<file path="src/bfs_defs.svh">
// Timing constants for the buck fault supervisor
`ifndef BFS_DEFS_SVH
`define BFS_DEFS_SVH
`define BFS_CLK_MHZ       250
`define BFS_UV_DELAY_US   1000
`define BFS_UV_ARM_US     1200
`define BFS_MASK_HOLD_US  900
`define BFS_PG_RISE_US    1000
`define BFS_PG_FALL_US    2
`define BFS_UV_DELAY_CYC  (`BFS_UV_DELAY_US * `BFS_CLK_MHZ)
`define BFS_UV_ARM_CYC    (`BFS_UV_ARM_US * `BFS_CLK_MHZ)
`define BFS_MASK_HOLD_CYC (`BFS_MASK_HOLD_US * `BFS_CLK_MHZ)
`define BFS_PG_RISE_CYC   (`BFS_PG_RISE_US * `BFS_CLK_MHZ)
`define BFS_PG_FALL_CYC   (`BFS_PG_FALL_US * `BFS_CLK_MHZ)
`define BFS_CNT_W         20
`define BFS_DRV_RESET     3'h1
`endif

</file>
<file path="src/bfs_pkg.sv">
// Types shared by the buck fault supervisor
package bfs_pkg;
   // Comparator results from the analog front end
   typedef struct packed {
      logic over_120;    // Feedback above 120 percent
      logic under_70;    // Feedback below 70 percent
      logic in_pg_rise;  // Within +10/-5 percent
      logic out_pg_fall; // Outside +15/-10 percent
      logic bias_uvlo;   // Bias supply below lockout
      logic over_temp;   // Die above thermal limit
      logic tran_out;    // Transition pin outside window
   } bfs_cmp_t;
   // Gate driver and discharge controls
   typedef struct packed {
      logic upper_gate_drive;
      logic lower_gate_drive;
      logic discharge_on;
   } bfs_drv_t;
   typedef enum logic [1:0] {
      BFS_RUN   = 2'b00,
      BFS_OV    = 2'b01,
      BFS_UV    = 2'b10
   } bfs_state_t;
endpackage

</file>
<file path="src/bfs_timer.sv">
// Restartable cycle counter that flags when its limit is reached
`timescale 1ns/1ns
module bfs_timer #(
   parameter int               W     = 20,
   parameter logic [W-1:0]     LIMIT = 20'h3d090
) (
   // Clock and reset
   input  wire logic           core_clk,
   input  wire logic           resetn,
   // Control
   input  wire logic           run,
   // Status
   output logic                done
);
   logic [W-1:0] cnt_ff;
   logic [W-1:0] nxt_cnt_ff;
   logic         done_ff;
   logic         nxt_done_ff;

   // Count while run holds; clearing on drop makes it a persistence timer
   always_comb begin
      nxt_cnt_ff  = cnt_ff;
      nxt_done_ff = done_ff;
      if (!run) begin
         nxt_cnt_ff  = '0;
         nxt_done_ff = 1'b0;
      end else if (cnt_ff >= LIMIT - 1'b1) begin
         nxt_done_ff = 1'b1;
      end else begin
         nxt_cnt_ff = cnt_ff + 1'b1;
      end
   end

   // Registers
   always_ff @(posedge core_clk or negedge resetn) begin
      if (!resetn) begin
         cnt_ff  <= '0;
         done_ff <= 1'b0;
      end else begin
         cnt_ff  <= nxt_cnt_ff;
         done_ff <= nxt_done_ff;
      end
   end

   assign done = done_ff;
endmodule

</file>
<file path="src/bfs_supervisor.sv">
// Fault supervision logic of a synchronous buck controller
// Notes on behaviour
// - Feedback above 120 percent latches upper gate off, lower gate on.
// - Feedback below 70 percent flags undervoltage and starts delay count.
// - Undervoltage persisting 1 ms latches both gate drives off.
// - Undervoltage protection stays inactive until 1.2 ms after enable rises.
// - Transition pin outside window starts masking power-good, OV and UV.
// - One cycle after masking begins, transition pin starts sinking or sourcing current.
// - Masking releases 900 us after transition pin returns inside window.
// - Bias supply lockout stops switching, non-latched, resumes on recovery.
// - Die over-temperature shuts off, non-latched.
// - After soft-start, power-good rises 1 ms after entering tight window.
// - Power-good falls 2 us after output leaves wide window.
// - Enable low holds both drives off and turns discharge on.
`include "bfs_defs.svh"
`timescale 1ns/1ns
module bfs_supervisor #(
   parameter int UV_DELAY_CYC  = `BFS_UV_DELAY_CYC,
   parameter int UV_ARM_CYC    = `BFS_UV_ARM_CYC,
   parameter int MASK_HOLD_CYC = `BFS_MASK_HOLD_CYC,
   parameter int PG_RISE_CYC   = `BFS_PG_RISE_CYC,
   parameter int PG_FALL_CYC   = `BFS_PG_FALL_CYC
) (
   // Clock and reset
   input  wire logic              core_clk,
   input  wire logic              resetn,
   // Enable and soft-start status
   input  wire logic              enable,
   input  wire logic              soft_start_done,
   // Analog comparator results
   input  wire bfs_pkg::bfs_cmp_t cmp,
   // Modulator request for the switching drives
   input  wire bfs_pkg::bfs_drv_t pwm_req,
   // Gate driver outputs
   output bfs_pkg::bfs_drv_t      drv,
   // Status outputs
   output logic                   undervoltage_flag,
   output logic                   output_in_range_flag,
   output logic                   tran_current_on,
   output logic                   fault_masked
);
   import bfs_pkg::*;

   localparam int W = `BFS_CNT_W;
   // Safe drive: both gates off, discharge on
   localparam bfs_drv_t DRV_SAFE = bfs_drv_t'(`BFS_DRV_RESET);

   // Fault latch state
   bfs_state_t state_ff;
   bfs_state_t nxt_state_ff;

   // Mask and power-good registers
   logic       mask_ff;
   logic       nxt_mask_ff;
   logic       pg_ff;
   logic       nxt_pg_ff;

   // Registered drives and undervoltage flag
   bfs_drv_t   drv_ff;
   bfs_drv_t   nxt_drv_ff;
   logic       uv_flag_ff;
   logic       nxt_uv_flag_ff;

   // Timer controls and results
   logic       uv_armed;
   logic       uv_done;
   logic       hold_done;
   logic       pg_rise_done;
   logic       pg_fall_done;
   logic       uv_run;
   logic       hold_run;

   // Live mask, one cycle ahead of the register
   logic       mask_now;

   // Blanking after enable rises; enable low restarts it
   // A short enable pulse therefore never arms the latch
   bfs_timer #(.W(W), .LIMIT(W'(UV_ARM_CYC))) u_arm (
      .core_clk (core_clk),
      .resetn   (resetn),
      .run      (enable),
      .done     (uv_armed)
   );

   // Undervoltage persistence; a masked or unarmed dip does not count
   // Any break in the dip restarts the full delay
   assign uv_run = enable && uv_armed && !mask_now && cmp.under_70;
   bfs_timer #(.W(W), .LIMIT(W'(UV_DELAY_CYC))) u_uv (
      .core_clk (core_clk),
      .resetn   (resetn),
      .run      (uv_run),
      .done     (uv_done)
   );

   // Mask hold starts once the pin is back inside the window
   // A fresh excursion during the hold restarts the interval
   assign hold_run = mask_ff && !cmp.tran_out;
   bfs_timer #(.W(W), .LIMIT(W'(MASK_HOLD_CYC))) u_hold (
      .core_clk (core_clk),
      .resetn   (resetn),
      .run      (hold_run),
      .done     (hold_done)
   );

   // Power-good rise qualification, only after soft-start
   // and only while enable holds
   bfs_timer #(.W(W), .LIMIT(W'(PG_RISE_CYC))) u_pgr (
      .core_clk (core_clk),
      .resetn   (resetn),
      .run      (enable && soft_start_done && cmp.in_pg_rise),
      .done     (pg_rise_done)
   );

   // Power-good fall qualification; runs even while masked
   // so a step that ends outside the window drops it promptly
   bfs_timer #(.W(W), .LIMIT(W'(PG_FALL_CYC))) u_pgf (
      .core_clk (core_clk),
      .resetn   (resetn),
      .run      (cmp.out_pg_fall),
      .done     (pg_fall_done)
   );

   // Masking is immediate on leaving the window, not a cycle late
   assign mask_now = cmp.tran_out || mask_ff;

   // Mask state: set wins over the hold release
   // Enable low drops the mask at once, like the other state
   always_comb begin
      nxt_mask_ff = mask_ff;
      if (!enable) begin
         nxt_mask_ff = 1'b0;
      end else if (cmp.tran_out) begin
         nxt_mask_ff = 1'b1;
      end else if (hold_done) begin
         nxt_mask_ff = 1'b0;
      end
   end

   // Fault latch; only enable low leaves a latched state
   // Overvoltage is tested first, so it wins a tie with undervoltage
   always_comb begin
      nxt_state_ff = state_ff;
      case (state_ff)
         BFS_RUN: begin
            if (enable && cmp.over_120 && !mask_now) begin
               nxt_state_ff = BFS_OV;
            end else if (enable && uv_done && !mask_now) begin
               nxt_state_ff = BFS_UV;
            end
         end
         BFS_OV, BFS_UV: begin
            if (!enable) begin
               nxt_state_ff = BFS_RUN;
            end
         end
         default: nxt_state_ff = BFS_RUN;
      endcase
   end

   // Drive selection; lockout and thermal gate drives without latching
   // They rank above a latched fault: with no bias no gate can be held on,
   // and the latch itself survives, so it drives again on recovery
   always_comb begin
      nxt_drv_ff = '0;
      if (!enable) begin
         nxt_drv_ff = DRV_SAFE;
      end else if (cmp.bias_uvlo || cmp.over_temp) begin
         nxt_drv_ff = '0;
      end else if (state_ff == BFS_OV) begin
         nxt_drv_ff.lower_gate_drive = 1'b1;
      end else if (state_ff == BFS_UV) begin
         nxt_drv_ff = '0;
      end else begin
         nxt_drv_ff.upper_gate_drive = pwm_req.upper_gate_drive;
         nxt_drv_ff.lower_gate_drive = pwm_req.lower_gate_drive;
         // Never both on: upper wins off to avoid shoot-through
         if (pwm_req.upper_gate_drive && pwm_req.lower_gate_drive) begin
            nxt_drv_ff.upper_gate_drive = 1'b0;
         end
      end
   end

   // Power-good and undervoltage flag
   // Lockout leaves power-good alone; a latched fault forces it low
   always_comb begin
      nxt_uv_flag_ff = enable && cmp.under_70;
      nxt_pg_ff      = pg_ff;
      if (!enable || state_ff != BFS_RUN || !soft_start_done) begin
         nxt_pg_ff = 1'b0;
      end else if (mask_now) begin
         nxt_pg_ff = pg_ff;  // held through a voltage step
      end else if (pg_fall_done) begin
         nxt_pg_ff = 1'b0;
      end else if (pg_rise_done) begin
         nxt_pg_ff = 1'b1;
      end
   end

   // Registers; reset leaves the same safe state as enable low
   always_ff @(posedge core_clk or negedge resetn) begin
      if (!resetn) begin
         state_ff   <= BFS_RUN;
         mask_ff    <= 1'b0;
         pg_ff      <= 1'b0;
         drv_ff     <= DRV_SAFE;
         uv_flag_ff <= 1'b0;
      end else begin
         state_ff   <= nxt_state_ff;
         mask_ff    <= nxt_mask_ff;
         pg_ff      <= nxt_pg_ff;
         drv_ff     <= nxt_drv_ff;
         uv_flag_ff <= nxt_uv_flag_ff;
      end
   end

   // Outputs
   // fault_masked is combinational, so it leads tran_current_on
   assign drv                  = drv_ff;
   assign undervoltage_flag    = uv_flag_ff;
   assign output_in_range_flag = pg_ff;
   assign tran_current_on      = mask_ff;
   assign fault_masked         = mask_now;
endmodule

</file>
<file path="config.mk">
export PLATFORM = sky130hd
export DESIGN_NAME = bfs_supervisor
export DESIGN_NICKNAME = d
export VERILOG_FILES = /design/src/bfs_pkg.sv /design/src/bfs_timer.sv /design/src/bfs_supervisor.sv
export VERILOG_INCLUDE_DIRS = /design/src
export SDC_FILE = /design/constraint.sdc
export NUM_CORES = 1
export LEC_CHECK = 0
export BUFFER_PORTS_ARGS = -buffer_cell sky130_fd_sc_hd__buf_2
export CORE_ASPECT_RATIO = 0.5
export CORE_UTILIZATION = 65
export CTS_CLUSTER_DIAMETER = 200
export CTS_CLUSTER_SIZE = 40
export DETAILED_ROUTE_END_ITERATION = 6
export PLACE_DENSITY = 0.9
export SLEW_MARGIN = 20
export SYNTH_ARGS = -nofsm -noshare
export SYNTH_HDL_FRONTEND = slang
export SYNTH_SLANG_ARGS = --single-unit
</file>
<file path="constraint.sdc">
create_clock -name core_clk -period 6.27 [get_ports core_clk]
set_clock_uncertainty 0.15 [all_clocks]
set_input_delay 0.3135 -clock core_clk [delete_from_list [all_inputs] [get_ports core_clk]]
set_output_delay 0.3135 -clock core_clk [all_outputs]
set_load 0.005 [all_outputs]
</file>
==> results of run 1 <==
-- flip-flops by register name, summed over array words and instances (netlist names) --
name / cells
u_hold.cnt_ff: 20
u_uv.cnt_ff: 20
u_arm.done: 1
state_ff: 2
u_arm.cnt_ff: 20
u_pgf.cnt_ff: 20
u_pgf.done: 1
u_pgr.done: 1
u_hold.done: 1
undervoltage_flag: 1
u_pgr.cnt_ff: 20
tran_current_on: 1
output_in_range_flag: 1
drv: 3
u_uv.done: 1
-- power breakdown --
part	total [mW]	internal (mW)	switching, mW
Combinational	0.0679	0.0218	0.0461
Sequential	0.746	0.738	0.00806
Clock	0.913	0.547	0.366
-- what timing repair did --
action,4_1_cts,5_1_grt
resized for setup,0,0
setup endpoints to repair,0,0
endpoints found under the hold margin,54,0
hold buffers,3,0
-- through the flow --
step / area, µm² / setup WS (ps) / hold slack, ps / util / instances
2_1_floorplan: 5660 / 4170 / -132 / - / 574
3_3_place_gp: 5820 / 3950 / 250 / 0.710 / 691
3_5_place_dp: 5820 / 3890 / 254 / 0.710 / 691
4_1_cts: 6410 / 3880 / 3.47 / 0.782 / 726
5_1_grt: 6410 / 3630 / 4.02 / 0.782 / 726
6_report: 6410 / 3840 / 12.1 / 0.782 / 726
-- path summary, 6_finish.rpt --
path                                        end  depth (start not counted)
max                              u_uv.cnt_ff[6]                          3
min                        output_in_range_flag                          3
max reg2reg                      u_uv.cnt_ff[6]                          3
min reg2reg                     u_pgf.cnt_ff[8]                          2
max in group asynchronous      u_arm.cnt_ff[11]                          3
min in group asynchronous      u_pgr.cnt_ff[15]                          2
-- area by class of cell --
class	instances	area share
Multi-Input combinational cell	426	0.417
Timing Repair Buffer	24	0.0222
Clock buffer	17	0.0663
Inverter	19	0.0111
Sequential cell	113	0.441
Tap cell	112	0.0218
Clock inverter	15	0.0209
-- worst register-to-register path, cell delays in order, from the launching register on --
cell     delay (ps)
dfrtp_1         440
nor2_1          630
nand3_1         750
a21oi_1         360
-- Yosys cell counts (2+ instances only) --
master / number / area share
or3_2: 4 / 0.0053
or2_2: 2 / 0.0022
nor3b_1: 2 / 0.0027
a21boi_0: 2 / 0.0027
o21a_1: 3 / 0.0040
and4_1: 7 / 0.011
or4_1: 6 / 0.0080
nand2_1: 41 / 0.027
nor3_1: 16 / 0.014
o21ai_0: 24 / 0.021
nor2_1: 53 / 0.035
mux2i_1: 8 / 0.014
nor4b_1: 4 / 0.0062
a211o_1: 2 / 0.0031
buf_6: 2 / 0.0040
clkbuf_1: 9 / 0.0060
a2111oi_0: 3 / 0.0046
nand3b_1: 3 / 0.0040
ha_1: 8 / 0.018
a32o_1: 2 / 0.0035
o211ai_1: 9 / 0.012
nand3_1: 31 / 0.027
o31ai_1: 6 / 0.0080
or3_1: 18 / 0.020
a211oi_1: 2 / 0.0027
o2111ai_1: 3 / 0.0046
and2_1: 24 / 0.027
a21bo_2: 2 / 0.0035
o2111a_1: 2 / 0.0040
a21oi_1: 34 / 0.030
nor4bb_1: 2 / 0.0035
dfrtp_1: 112 / 0.50
inv_1: 18 / 0.012
xnor2_1: 21 / 0.033
nand2b_1: 8 / 0.0088
and3_1: 15 / 0.017
xor2_1: 16 / 0.025
nand4_1: 12 / 0.013
buf_2: 3 / 0.0027
a31oi_1: 2 / 0.0022
nor4_1: 11 / 0.012
-- kinds of logic (layout without fill, tap and decap cells) --
group                    count (synthesis)  after routing
flip-flops                             113            113
XOR/XNOR                                37             37
AND/OR/NAND/NOR                        266            266
buffers and inverters                   35             75
multiplexers                             8              8
AO/OA/AOI/OAI                          107            107
adder cells (fa/ha/maj)                  8              8
-- metal layers --
metal | vias to the layer above | track usage | routed length [µm] | part of all wire
li1 | 2137 | - | - | -
met1 | 2248 | 0.353 | 5290 | 0.45
met2 | 123 | 0.479 | 5710 | 0.49
met3 | 27 | 0.0667 | 509 | 0.043
met4 | 0 | 0.153 | 242 | 0.021
met5 | - | 0 | 0 | 0
==> out/results.tsv, run 1 <==
stage	metric	value	unit
run_status	status	finished, violations left	
run_status	failing checks	DRC	
setup_path	R2R Path Start	tran_current_on	
clocking	worst-case clock buffer depth	2	
logic_synthesis	cell count after synthesis	574	
logic_synthesis	Most used DFF post-synth	dfrtp_1	
clocking	H-tree depth	4	
floorplanning	die width	134	µm
grt	initial antenna violation count	0	
setup_path	slowest CP cell	nand3_1	
timing	final setup violation count	0	
timing	Max-slew headroom	0.301	
logic_synthesis	Seq cells post-synth	113	
power	Lkg Pwr	2.69	nW
final_layout	ant diodes	0	
job	Max Cap Violations	0	
logic_synthesis	Synth Area in Adders	0.0177	
power	total power after layout	1.73	mW
floorplanning	Starting Density	0.690	
floorplanning	Die Span Y	68.0	µm
grt	first-pass GRT wire length	19700	µm
final_layout	most frequent cells in the layout	dfrtp_1, nor2_1, nand2_1, a21oi_1, nand3_1	
drt	via count	4535	
drt	Avg Vias per Cell	6.25	
final_layout	Sequential Area	2830	µm²
floorplanning	core area	8200	µm²
logic_synthesis	Seq/Total Area, Yosys	0.500	
logic_synthesis	FFs w/ async S/R, synth	1.00	
logic_synthesis	post-synthesis compound-gate area fraction	0.127	
setup_path	Arr. time, crit path	2590	ps
timing	worst slew pin tran	1040	ps
power	Worst VDD drop	187	µV
final_layout	Area Overhead vs Synth	13.4	%
drt	DRC Markers	1	
drt	Pre-antenna DRT Iters	7	
drt	drt wl/cell	16.2	µm
final_layout	layout cells sized above 1	0.114	
logic_synthesis	largest family of logic cells by synthesized area	simple AND/OR/NAND/NOR gates	
floorplanning	Site Rows	23	
placement	gpl congestion	0.825	
grt	vias in the first global route	4236	
logic_synthesis	cell area after synthesis	5660	µm²
logic_synthesis	Synth Warn #	0	
timing	Final Critical Period	2430	ps
grt	Remaining Overflow, GRT	0	
drt	final wirelength	11800	µm
timing	period utilisation layout	0.387	
worst_hold_path	worst hold start	soft_start_done	
placement	port bufs	19	
setup_path	Crit Path Class	flip-flop to flip-flop	
setup_path	crit-path max cell delay	750	ps
timing	RSZ-0062 raised after global routing	false	
clocking	root buffer cell	clkbuf_16	
floorplanning	Top Ports	21	
setup_path	worst-path cell chain	nor2_1, nand3_1, a21oi_1	
setup_path	Max FO, Critical Path	19	
logic_synthesis	Avg Cell Area, Syn	9.85	µm²
final_layout	most common cell after layout, fill and taps aside	dfrtp_1	
setup_path	Req. time, crit path	6430	ps
floorplanning	Die Area	9100	µm²
logic_synthesis	post-synthesis mux area share	0.0142	
timing	Final Max Slew Viols	0	
timing	setup TNS	0	ps
worst_hold_path	Min-Delay Path Class	primary input to flip-flop	
final_layout	nets@finish	623	
setup_path	Startpoint Class	flip-flop	
timing	Final Hold Vio Count	0	
power	PwrDens	269	nW/µm²
clocking	CTS sink cnt	113	
final_layout	layout filler cell count	506	
logic_synthesis	Yosys cell types	63	
clocking	clock-pin slew on the worst setup and hold paths	60	ps
clocking	Worst-Skew Late Latency	420	ps
clocking	number of setup buffers added after CTS	0	
grt	pin count of the biggest net entering global routing	60	
timing	fmax	412	MHz
clocking	CTS Buf Count	17	
setup_path	Buf/Inv on CP	0	
grt	Tot GR Track Use	0.285	
placement	DP HPWL	7180	µm
setup_path	Worst Setup SP	tran_current_on	
drt	Routed Antenna Nets	0	
setup_path	crit-path leading delay family	simple AND/OR/NAND/NOR gates	
logic_synthesis	XOR/XNOR share of the synthesized area	0.0573	
setup_path	R2R setup slack	3840	ps
logic_synthesis	EDFF count, synth	0	
setup_path	Setup crit end kind	flip-flop	
logic_synthesis	Mapped Nets	596	
logic_synthesis	simple-gate share of the synthesized area	0.256	
drt	drt first-iter violations	333	
clocking	CTS tree	yes	
final_layout	area of the multi-input gates	2670	µm²
Note: power is estimated with default switching activity, not from simulation.
==> inputs of run 2 (changes only) <==
- CORE_UTILIZATION: 65 -> 62
- PLACE_DENSITY: 0.9 -> 0.87
- clock period: 6.27 -> 2.3 ns (I/O delays scaled with it)
==> run 2 against run 1 <==
  * The run still ends with DRC left
  * Fmax is 7.6% higher
  * Critical endpoint is now u_pgr.cnt_ff[8]
  * Final cell count is 5.2% higher
  * Via count increased by 4.8%
  * Critical path type unchanged
  * Highest routed layer unchanged
  * Hold slack improved by 61 ps
  * Die area rose by 4.7%
  * Critical path depth rose by 2
  * Largest power group unchanged
==> out/results.tsv, run 2 (same netlist as run 1, synthesis figures left out) <==
stage	metric	value	unit	change
run_status	status	finished, violations left		unchanged
run_status	failing checks	DRC		unchanged
grt	met1 usage	0.366		was 0.353
timing	worst slew pin tran	679	ps	was 1040 ps
setup_path	worst reg-to-reg path cell count	5		was 3
final_layout	nets@finish	656		was 623
power	sw frac	0.217		was 0.243
floorplanning	core area	8770	µm²	was 8200 µm²
grt	pin count of the biggest net entering global routing	55		was 60
power	sw power	1.08	mW	was 420 µW
setup_path	termination of the worst setup path	u_pgr.cnt_ff[8]		was u_uv.cnt_ff[6]
clocking	Worst-Skew Late Latency	420	ps	about the same
setup_path	Worst Setup SP	u_pgr.cnt_ff[13]		was tran_current_on
drt	Pre-antenna DRT Iters	7		unchanged
timing	Max-slew headroom	0.544		was 0.301
grt	M3 GR Usage	0.0724		was 0.0667
setup_path	R2R setup slack	40	ps	was 3840 ps
floorplanning	Die Span Y	69.5	µm	was 68.0 µm
final_layout	most common cell after layout, fill and taps aside	dfrtp_1		unchanged
timing	Final Critical Period	2260	ps	was 2430 ps
setup_path	crit-path leading delay family	compound AO/OA/AOI/OAI gates		was simple AND/OR/NAND/NOR gates
grt	GR Layer Usage met2	0.481		was 0.479
floorplanning	Starting Density	0.645		was 0.690
timing	Final Hold Vio Count	0		unchanged
setup_path	Crit Path Class	flip-flop to flip-flop		unchanged
power	register share of total power	0.410		was 0.432
power	PwrDens	727	nW/µm²	was 269 nW/µm²
clocking	root buffer cell	clkbuf_16		unchanged
job	Max Cap Violations	0		unchanged
setup_path	Buf/Inv on CP	0		unchanged
placement	DP HPWL	7490	µm	was 7180 µm
drt	Avg Vias per Cell	6.22		was 6.25
timing	final setup violation count	0		unchanged
power	Combinational Power Share	0.043		was 0.039
clocking	CTS Buf Count	17		unchanged
drt	drt first-iter violations	384		was 333
final_layout	Layout Cells excl Fill	764		was 726
power	total power after layout	4.96	mW	was 1.73 mW
floorplanning	Site Rows	24		was 23
placement	port bufs	19		unchanged
grt	GRT busiest layer	met2		unchanged
grt	initial antenna violation count	0		unchanged
clocking	worst-case clock buffer depth	2		unchanged
final_layout	layout cells sized above 1	0.153		was 0.114
setup_path	Crit Reg-Reg Endpoint	u_pgr.cnt_ff[8]		was u_uv.cnt_ff[6]
drt	DRC Markers	2		was 1
timing	setup ws final	42.1	ps	was 3840 ps
timing	Final Max Slew Viols	0		unchanged
floorplanning	Top Ports	21		unchanged
setup_path	stages on the worst setup path	5		was 3
grt	Remaining Overflow, GRT	0		unchanged
clocking	H-tree depth	4		unchanged
setup_path	Setup crit end kind	flip-flop		unchanged
setup_path	Max FO, Critical Path	14		was 19
power	Lkg Pwr	2.87	nW	was 2.69 nW
grt	vias in the first global route	4671		was 4236
setup_path	Arr. time, crit path	2450	ps	was 2590 ps
timing	period utilisation layout	0.982		was 0.387
grt	Tot GR Track Use	0.289		was 0.285
final_layout	most frequent cells in the layout	dfrtp_1, nor2_1, nand2_1, a21oi_1, nand3_1		unchanged
worst_hold_path	Min-Delay Path Class	primary input to async pin		was primary input to flip-flop
placement	Post-Place Setup Slack	4.93	ps	was 3890 ps
placement	gpl congestion	0.913		was 0.825
floorplanning	Die Area	9530	µm²	was 9100 µm²
clocking	CTS tree	yes		unchanged
power	clock network power share	0.547		was 0.529
setup_path	Req. time, crit path	2490	ps	was 6430 ps
drt	drt wl/cell	17.1	µm	was 16.2 µm
setup_path	R2R Path Start	u_pgr.cnt_ff[13]		was tran_current_on
setup_path	worst-path cell chain	and3_4, a311o_1, a21o_4, or4_1, a21oi_1		was nor2_1, nand3_1, a21oi_1
final_layout	ant diodes	0		unchanged
setup_path	slowest CP cell	or4_1		was nand3_1
clocking	clock-pin slew on the worst setup and hold paths	50	ps	was 60 ps
drt	final wirelength	13100	µm	was 11800 µm
setup_path	crit-path max cell delay	520	ps	was 750 ps
clocking	CTS sink cnt	113		unchanged
power	P_int	3.88	mW	was 1.31 mW
power	Worst VDD drop	478	µV	was 187 µV
drt	via count	4754		was 4535
placement	placed insts	716		was 691
timing	WHS	73.0	ps	was 12.1 ps
final_layout	Area Overhead vs Synth	20.5	%	was 13.4%
setup_path	Startpoint Class	flip-flop		unchanged
drt	Routed Antenna Nets	0		unchanged
floorplanning	die width	137	µm	was 134 µm
grt	first-pass GRT wire length	21300	µm	was 19700 µm
timing	fmax	443	MHz	was 412 MHz
final_layout	layout filler cell count	527		was 506
-- run 2: cell count changes in the layout (fill, tap and decap cells not counted), sizes merged --
cell,before,now
a21o,1,2
dlygate4sd3,3,13
a211oi,3,4
buf,21,41
clkbuf,17,24
inv,23,18
clkinv,7,4
bufinv,1,3
-- run 2: power groups by stage --
stage | Clock [mW] | Combinational (mW) | Sequential (mW)
floorplan | 0 | 0.0977 | 2.06
global placement | 0 | 0.183 | 2.06
detailed placement | 0 | 0.195 | 2.07
CTS | 2.72 | 0.215 | 2.03
global route | 2.83 | 0.238 | 2.03
finish | 2.71 | 0.214 | 2.03
-- run 2: per-stage QoR --
| stage | setup TNS (ps) | utilization | cell area (µm²) |
|---|---|---|---|
| finish | 0 | 0.777 | 6820 |
| global route | -32.5 | 0.777 | 6820 |
| CTS | 0 | 0.769 | 6740 |
| detailed placement | 0 | 0.684 | 5990 |
| global placement | 0 | 0.684 | 5990 |
| floorplan | 0 | - | 5660 |
-- run 2: final cells by class --
class                      count  area, µm²  area share
clock buffer                  23        478      0.0701
clock inverter                 9        131      0.0193
inverter                      19       71.3      0.0105
multi-input combinational    428       2740       0.403
sequential                   113       2830       0.415
tap                          117        146      0.0215
timing repair buffer          55        415      0.0610
-- run 2: worst min path at each step --
stage                     slack [ps]  cells after the start           endpoint  startpoint
after floorplan                 -330                      0             drv[1]      resetn
after global placement           -30                      1   u_hold.cnt_ff[4]      resetn
after detailed placement         -20                      1   u_hold.cnt_ff[7]      resetn
after CTS                         90                      2  u_hold.cnt_ff[12]      resetn
after global routing             150                      2   u_hold.cnt_ff[7]      resetn
final                             70                      2   u_hold.cnt_ff[7]      resetn
-- run 2: repair_timing --
| action | in CTS | in global routing |
|---|---|---|
| buffers inserted | 0 | 1 |
| pin swaps | 0 | 3 |
| hold buffers | 13 | 0 |
| cloned | 0 | 2 |
| hold endpoints to repair | 76 | 0 |
| endpoints found under the setup margin | 3 | 25 |
| resized for setup | 2 | 10 |
-- run 2: per-layer routing --
metal / part of all wire / vias to the layer above
li1: - / 2216
met1: 0.43 / 2321
met2: 0.49 / 177
met3: 0.059 / 40
met4: 0.023 / 0
met5: 0 / -
==> inputs of run 3 (changes only) <==
- ABC_AREA: unset -> 1
- CORE_UTILIZATION: 62 -> 63
- PLACE_DENSITY: 0.87 -> 0.88
==> run 3 against run 2 <==
  * Via count up 40%
  * Sequential power hardly changed
  * Largest cell class is now multi-input gates
  * Highest routed layer unchanged
  * Final area grew 14%
  * Sequential cell count did not move
  * Sequential share of layout area is 5.0 points lower
  * Worst setup slack gained 74 ps
  * Fmax grew 3.4%
  * The run now ends clean
==> out/results.tsv, run 3 <==
stage	metric	value	unit	change
run_status	status	finished clean		was finished, violations left
final_layout	layout cells sized above 1	0.0907		was 0.153
setup_path	stages on the worst setup path	10		was 5
logic_synthesis	Synth area leaders	dfrtp_1, nand2_1, nor2_1		was dfrtp_1, nor2_1, xnor2_1
grt	initial antenna violation count	0		unchanged
setup_path	termination of the worst setup path	u_uv.cnt_ff[16]		was u_pgr.cnt_ff[8]
placement	Post-Place Setup Slack	254	ps	was 4.93 ps
floorplanning	Die Area	11200	µm²	was 9530 µm²
drt	drt wl/cell	15.0	µm	was 17.1 µm
clocking	worst-case clock buffer depth	2		unchanged
placement	DP HPWL	10400	µm	was 7490 µm
clocking	root buffer cell	clkbuf_16		unchanged
timing	Max-slew headroom	0.594		was 0.544
logic_synthesis	Yosys cell types	33		was 63
placement	placed insts	1118		was 716
floorplanning	die width	149	µm	was 137 µm
clocking	CTS tree	yes		unchanged
final_layout	Area Overhead vs Synth	14.4	%	was 20.5%
logic_synthesis	most common cell in the netlist	nand2_1		was dfrtp_1
setup_path	Setup crit end kind	flip-flop		unchanged
power	Worst VDD drop	563	µV	was 478 µV
drt	Avg Vias per Cell	5.73		was 6.22
setup_path	worst reg-to-reg path cell count	9		was 5
power	Lkg Pwr	3.80	nW	was 2.87 nW
logic_synthesis	FFs w/ async S/R, synth	1.00		unchanged
clocking	CTS Buf Count	17		unchanged
setup_path	slowest CP cell	dlygate4sd3_1		was or4_1
timing	Final Hold Vio Count	0		unchanged
drt	Routed Antenna Nets	0		unchanged
clocking	H-tree depth	4		unchanged
drt	Pre-antenna DRT Iters	6		was 7
final_layout	final core occ	0.751		was 0.777
floorplanning	Starting Density	0.657		was 0.645
clocking	CTS sink cnt	113		unchanged
floorplanning	Die Span Y	75.3	µm	was 69.5 µm
logic_synthesis	cell area after synthesis	6770	µm²	was 5660 µm²
setup_path	Buf/Inv on CP	5		was 0
timing	setup ws final	116	ps	was 42.1 ps
grt	pin count of the biggest net entering global routing	39		was 55
logic_synthesis	most instantiated cells after synthesis	nand2_1, nor2_1, dfrtp_1		was dfrtp_1, nor2_1, nand2_1
placement	port bufs	19		unchanged
logic_synthesis	Seq cells post-synth	113		unchanged
setup_path	crit-path most repeated cell	nand2_1		
placement	gpl congestion	0.955		was 0.913
timing	worst slew pin tran	609	ps	was 679 ps
setup_path	crit-path leading delay family	buffers and inverters		was compound AO/OA/AOI/OAI gates
logic_synthesis	EDFF count, synth	0		unchanged
grt	Remaining Overflow, GRT	0		unchanged
floorplanning	Top Ports	21		unchanged
setup_path	Arr. time, crit path	2390	ps	was 2450 ps
drt	DRC Markers	0		was 2
setup_path	Startpoint Class	primary input		was flip-flop
setup_path	crit-path max cell delay	570	ps	was 520 ps
drt	drt first-iter violations	560		was 384
logic_synthesis	Most used DFF post-synth	dfrtp_1		unchanged
grt	first-pass GRT wire length	28600	µm	was 21300 µm
setup_path	R2R setup slack	170	ps	was 40 ps
final_layout	Layout Cells excl Fill	1165		was 764
logic_synthesis	cell count after synthesis	969		was 574
worst_hold_path	Min-Delay Path Class	primary input to async pin		unchanged
timing	RSZ-0062 raised after global routing	false		
power	PwrDens	634	nW/µm²	was 727 nW/µm²
timing	Final Critical Period	2180	ps	was 2260 ps
setup_path	Crit Reg-Reg Endpoint	u_arm.cnt_ff[9]		was u_pgr.cnt_ff[8]
timing	period utilisation layout	0.950		was 0.982
setup_path	R2R Path Start	u_arm.cnt_ff[1]		was u_pgr.cnt_ff[13]
setup_path	worst-path cell chain	dlygate4sd3_1, buf_2, nand2_1, dlygate4sd3_1, inv_2, nand3_2, clkinv_2, nand2_4, nand2_1, nand2_1		was and3_4, a311o_1, a21o_4, or4_1, a21oi_1
job	Max Cap Violations	0		unchanged
final_layout	nets@finish	1034		was 656
floorplanning	core area	10300	µm²	was 8770 µm²
logic_synthesis	Mapped Nets	991		was 596
drt	via count	6673		was 4754
setup_path	Crit Path Class	primary input to flip-flop		was flip-flop to flip-flop
final_layout	most frequent cells in the layout	nand2_1, nor2_1, dfrtp_1, nand3_1, inv_1		was dfrtp_1, nor2_1, nand2_1, a21oi_1, nand3_1
floorplanning	Site Rows	26		was 24
grt	Tot GR Track Use	0.329		was 0.289
timing	Final Max Slew Viols	0		unchanged
timing	WHS	47.4	ps	was 73.0 ps
logic_synthesis	Avg Cell Area, Syn	6.99	µm²	was 9.85 µm²
logic_synthesis	Synth Warn #	0		unchanged
logic_synthesis	share of the synthesized area in the top cell type	0.414		was 0.496
final_layout	most common cell after layout, fill and taps aside	nand2_1		was dfrtp_1
setup_path	Max FO, Critical Path	21		was 14
clocking	number of setup buffers added after CTS	0		unchanged
logic_synthesis	Seq/Total Area, Yosys	0.418		was 0.500
timing	fmax	458	MHz	was 443 MHz
clocking	clock-pin slew on the worst setup and hold paths	50	ps	about the same
logic_synthesis	Synth area leader	dfrtp_1		unchanged
grt	vias in the first global route	6025		was 4671
clocking	Worst-Skew Late Latency	420	ps	about the same
setup_path	Worst Setup SP	enable		was u_pgr.cnt_ff[13]
final_layout	ant diodes	0		unchanged
timing	setup TNS	0	ps	unchanged
drt	final wirelength	17500	µm	was 13100 µm
timing	final setup violation count	0		unchanged
setup_path	Req. time, crit path	2510	ps	was 2490 ps
==> run 3: cell types whose count changed after synthesis, moves of 12 or more <==
cell	before	now
inv_1	18	76
xnor2_1	21	9
nor2_1	53	174
xor2_1	16	35
and3_1	15	0
nand3_1	31	109
a21oi_1	34	5
nand2_1	41	322
and2_1	24	2
or3_1	18	0
==> run 3: where the power goes <==
group | switching, mW | internal [mW] | leakage (nW) | total, mW
clock network | 1.03 | 1.51 | 0.261 | 2.54
registers | 0.0280 | 2.02 | 1.56 | 2.05
logic | 0.228 | 0.102 | 1.97 | 0.330
==> run 3: worst min path at each step <==
stage / end / startpoint / cells after the start
floorplan: drv[1] / resetn / 0
detailed placement: u_arm.cnt_ff[12] / resetn / 1
CTS: u_arm.cnt_ff[12] / resetn / 2
global placement: u_arm.cnt_ff[14] / resetn / 1
global route: u_arm.cnt_ff[15] / resetn / 2
finish: u_arm.cnt_ff[14] / resetn / 2
==> run 3: layer usage <==
| layer | track usage | up-vias | routed length [µm] | share of wire |
|---|---|---|---|---|
| met3 | 0.0766 | 80 | 1210 | 0.069 |
| met4 | 0.195 | 0 | 787 | 0.045 |
| li1 | - | 3135 | - | - |
| met2 | 0.548 | 334 | 8300 | 0.48 |
| met1 | 0.404 | 3124 | 7150 | 0.41 |
| met5 | 0 | - | 0 | 0 |
==> run 3: layout make-up <==
type                       count  area [µm²]
multi-input combinational    746        3480
sequential                   113        2830
fill                         688        2560
clock buffer                  19         443
timing repair buffer          52         395
inverter                      82         309
tap                          140         175
clock inverter                13         114
==> run 3: through the flow <==
| step | instance area [µm²] | total power, mW |
|---|---|---|
| 6_report | 7750 | 4.91 |
| 5_1_grt | 7750 | 5.03 |
| 4_1_cts | 7750 | 4.83 |
| 3_5_place_dp | 7030 | 2.32 |
| 3_3_place_gp | 7030 | 2.31 |
| 2_1_floorplan | 6770 | 2.21 |
==> run 3: what timing repair did <==
action                                  4_1_cts  5_1_grt
hold buffers                                 16        0
endpoints found under the setup margin        0       18
hold endpoints to repair                    135        0
resized for setup                             0        3
==> run 3: logic make-up (layout without fill, tap and decap cells) <==
kind of cell	Yosys count	in the layout	synth area share
XOR/XNOR	44	44	0.0569
buffers and inverters	110	166	0.0695
flip-flops	113	113	0.418
AND/OR/NAND/NOR	669	669	0.420
AO/OA/AOI/OAI	25	25	0.0207
adder cells (fa/ha/maj)	8	8	0.0148
==> run 3: worst reg2reg max path, stage by stage (launching register included) <==
cell and delay, ps:
dfrtp_1 410, ha_1 300, inv_1 110, nor2_2 220, nand3_1 160, nor2_4 130, nor2_4 90, nor2_8 260
nand2_1 140, nand2_1 110
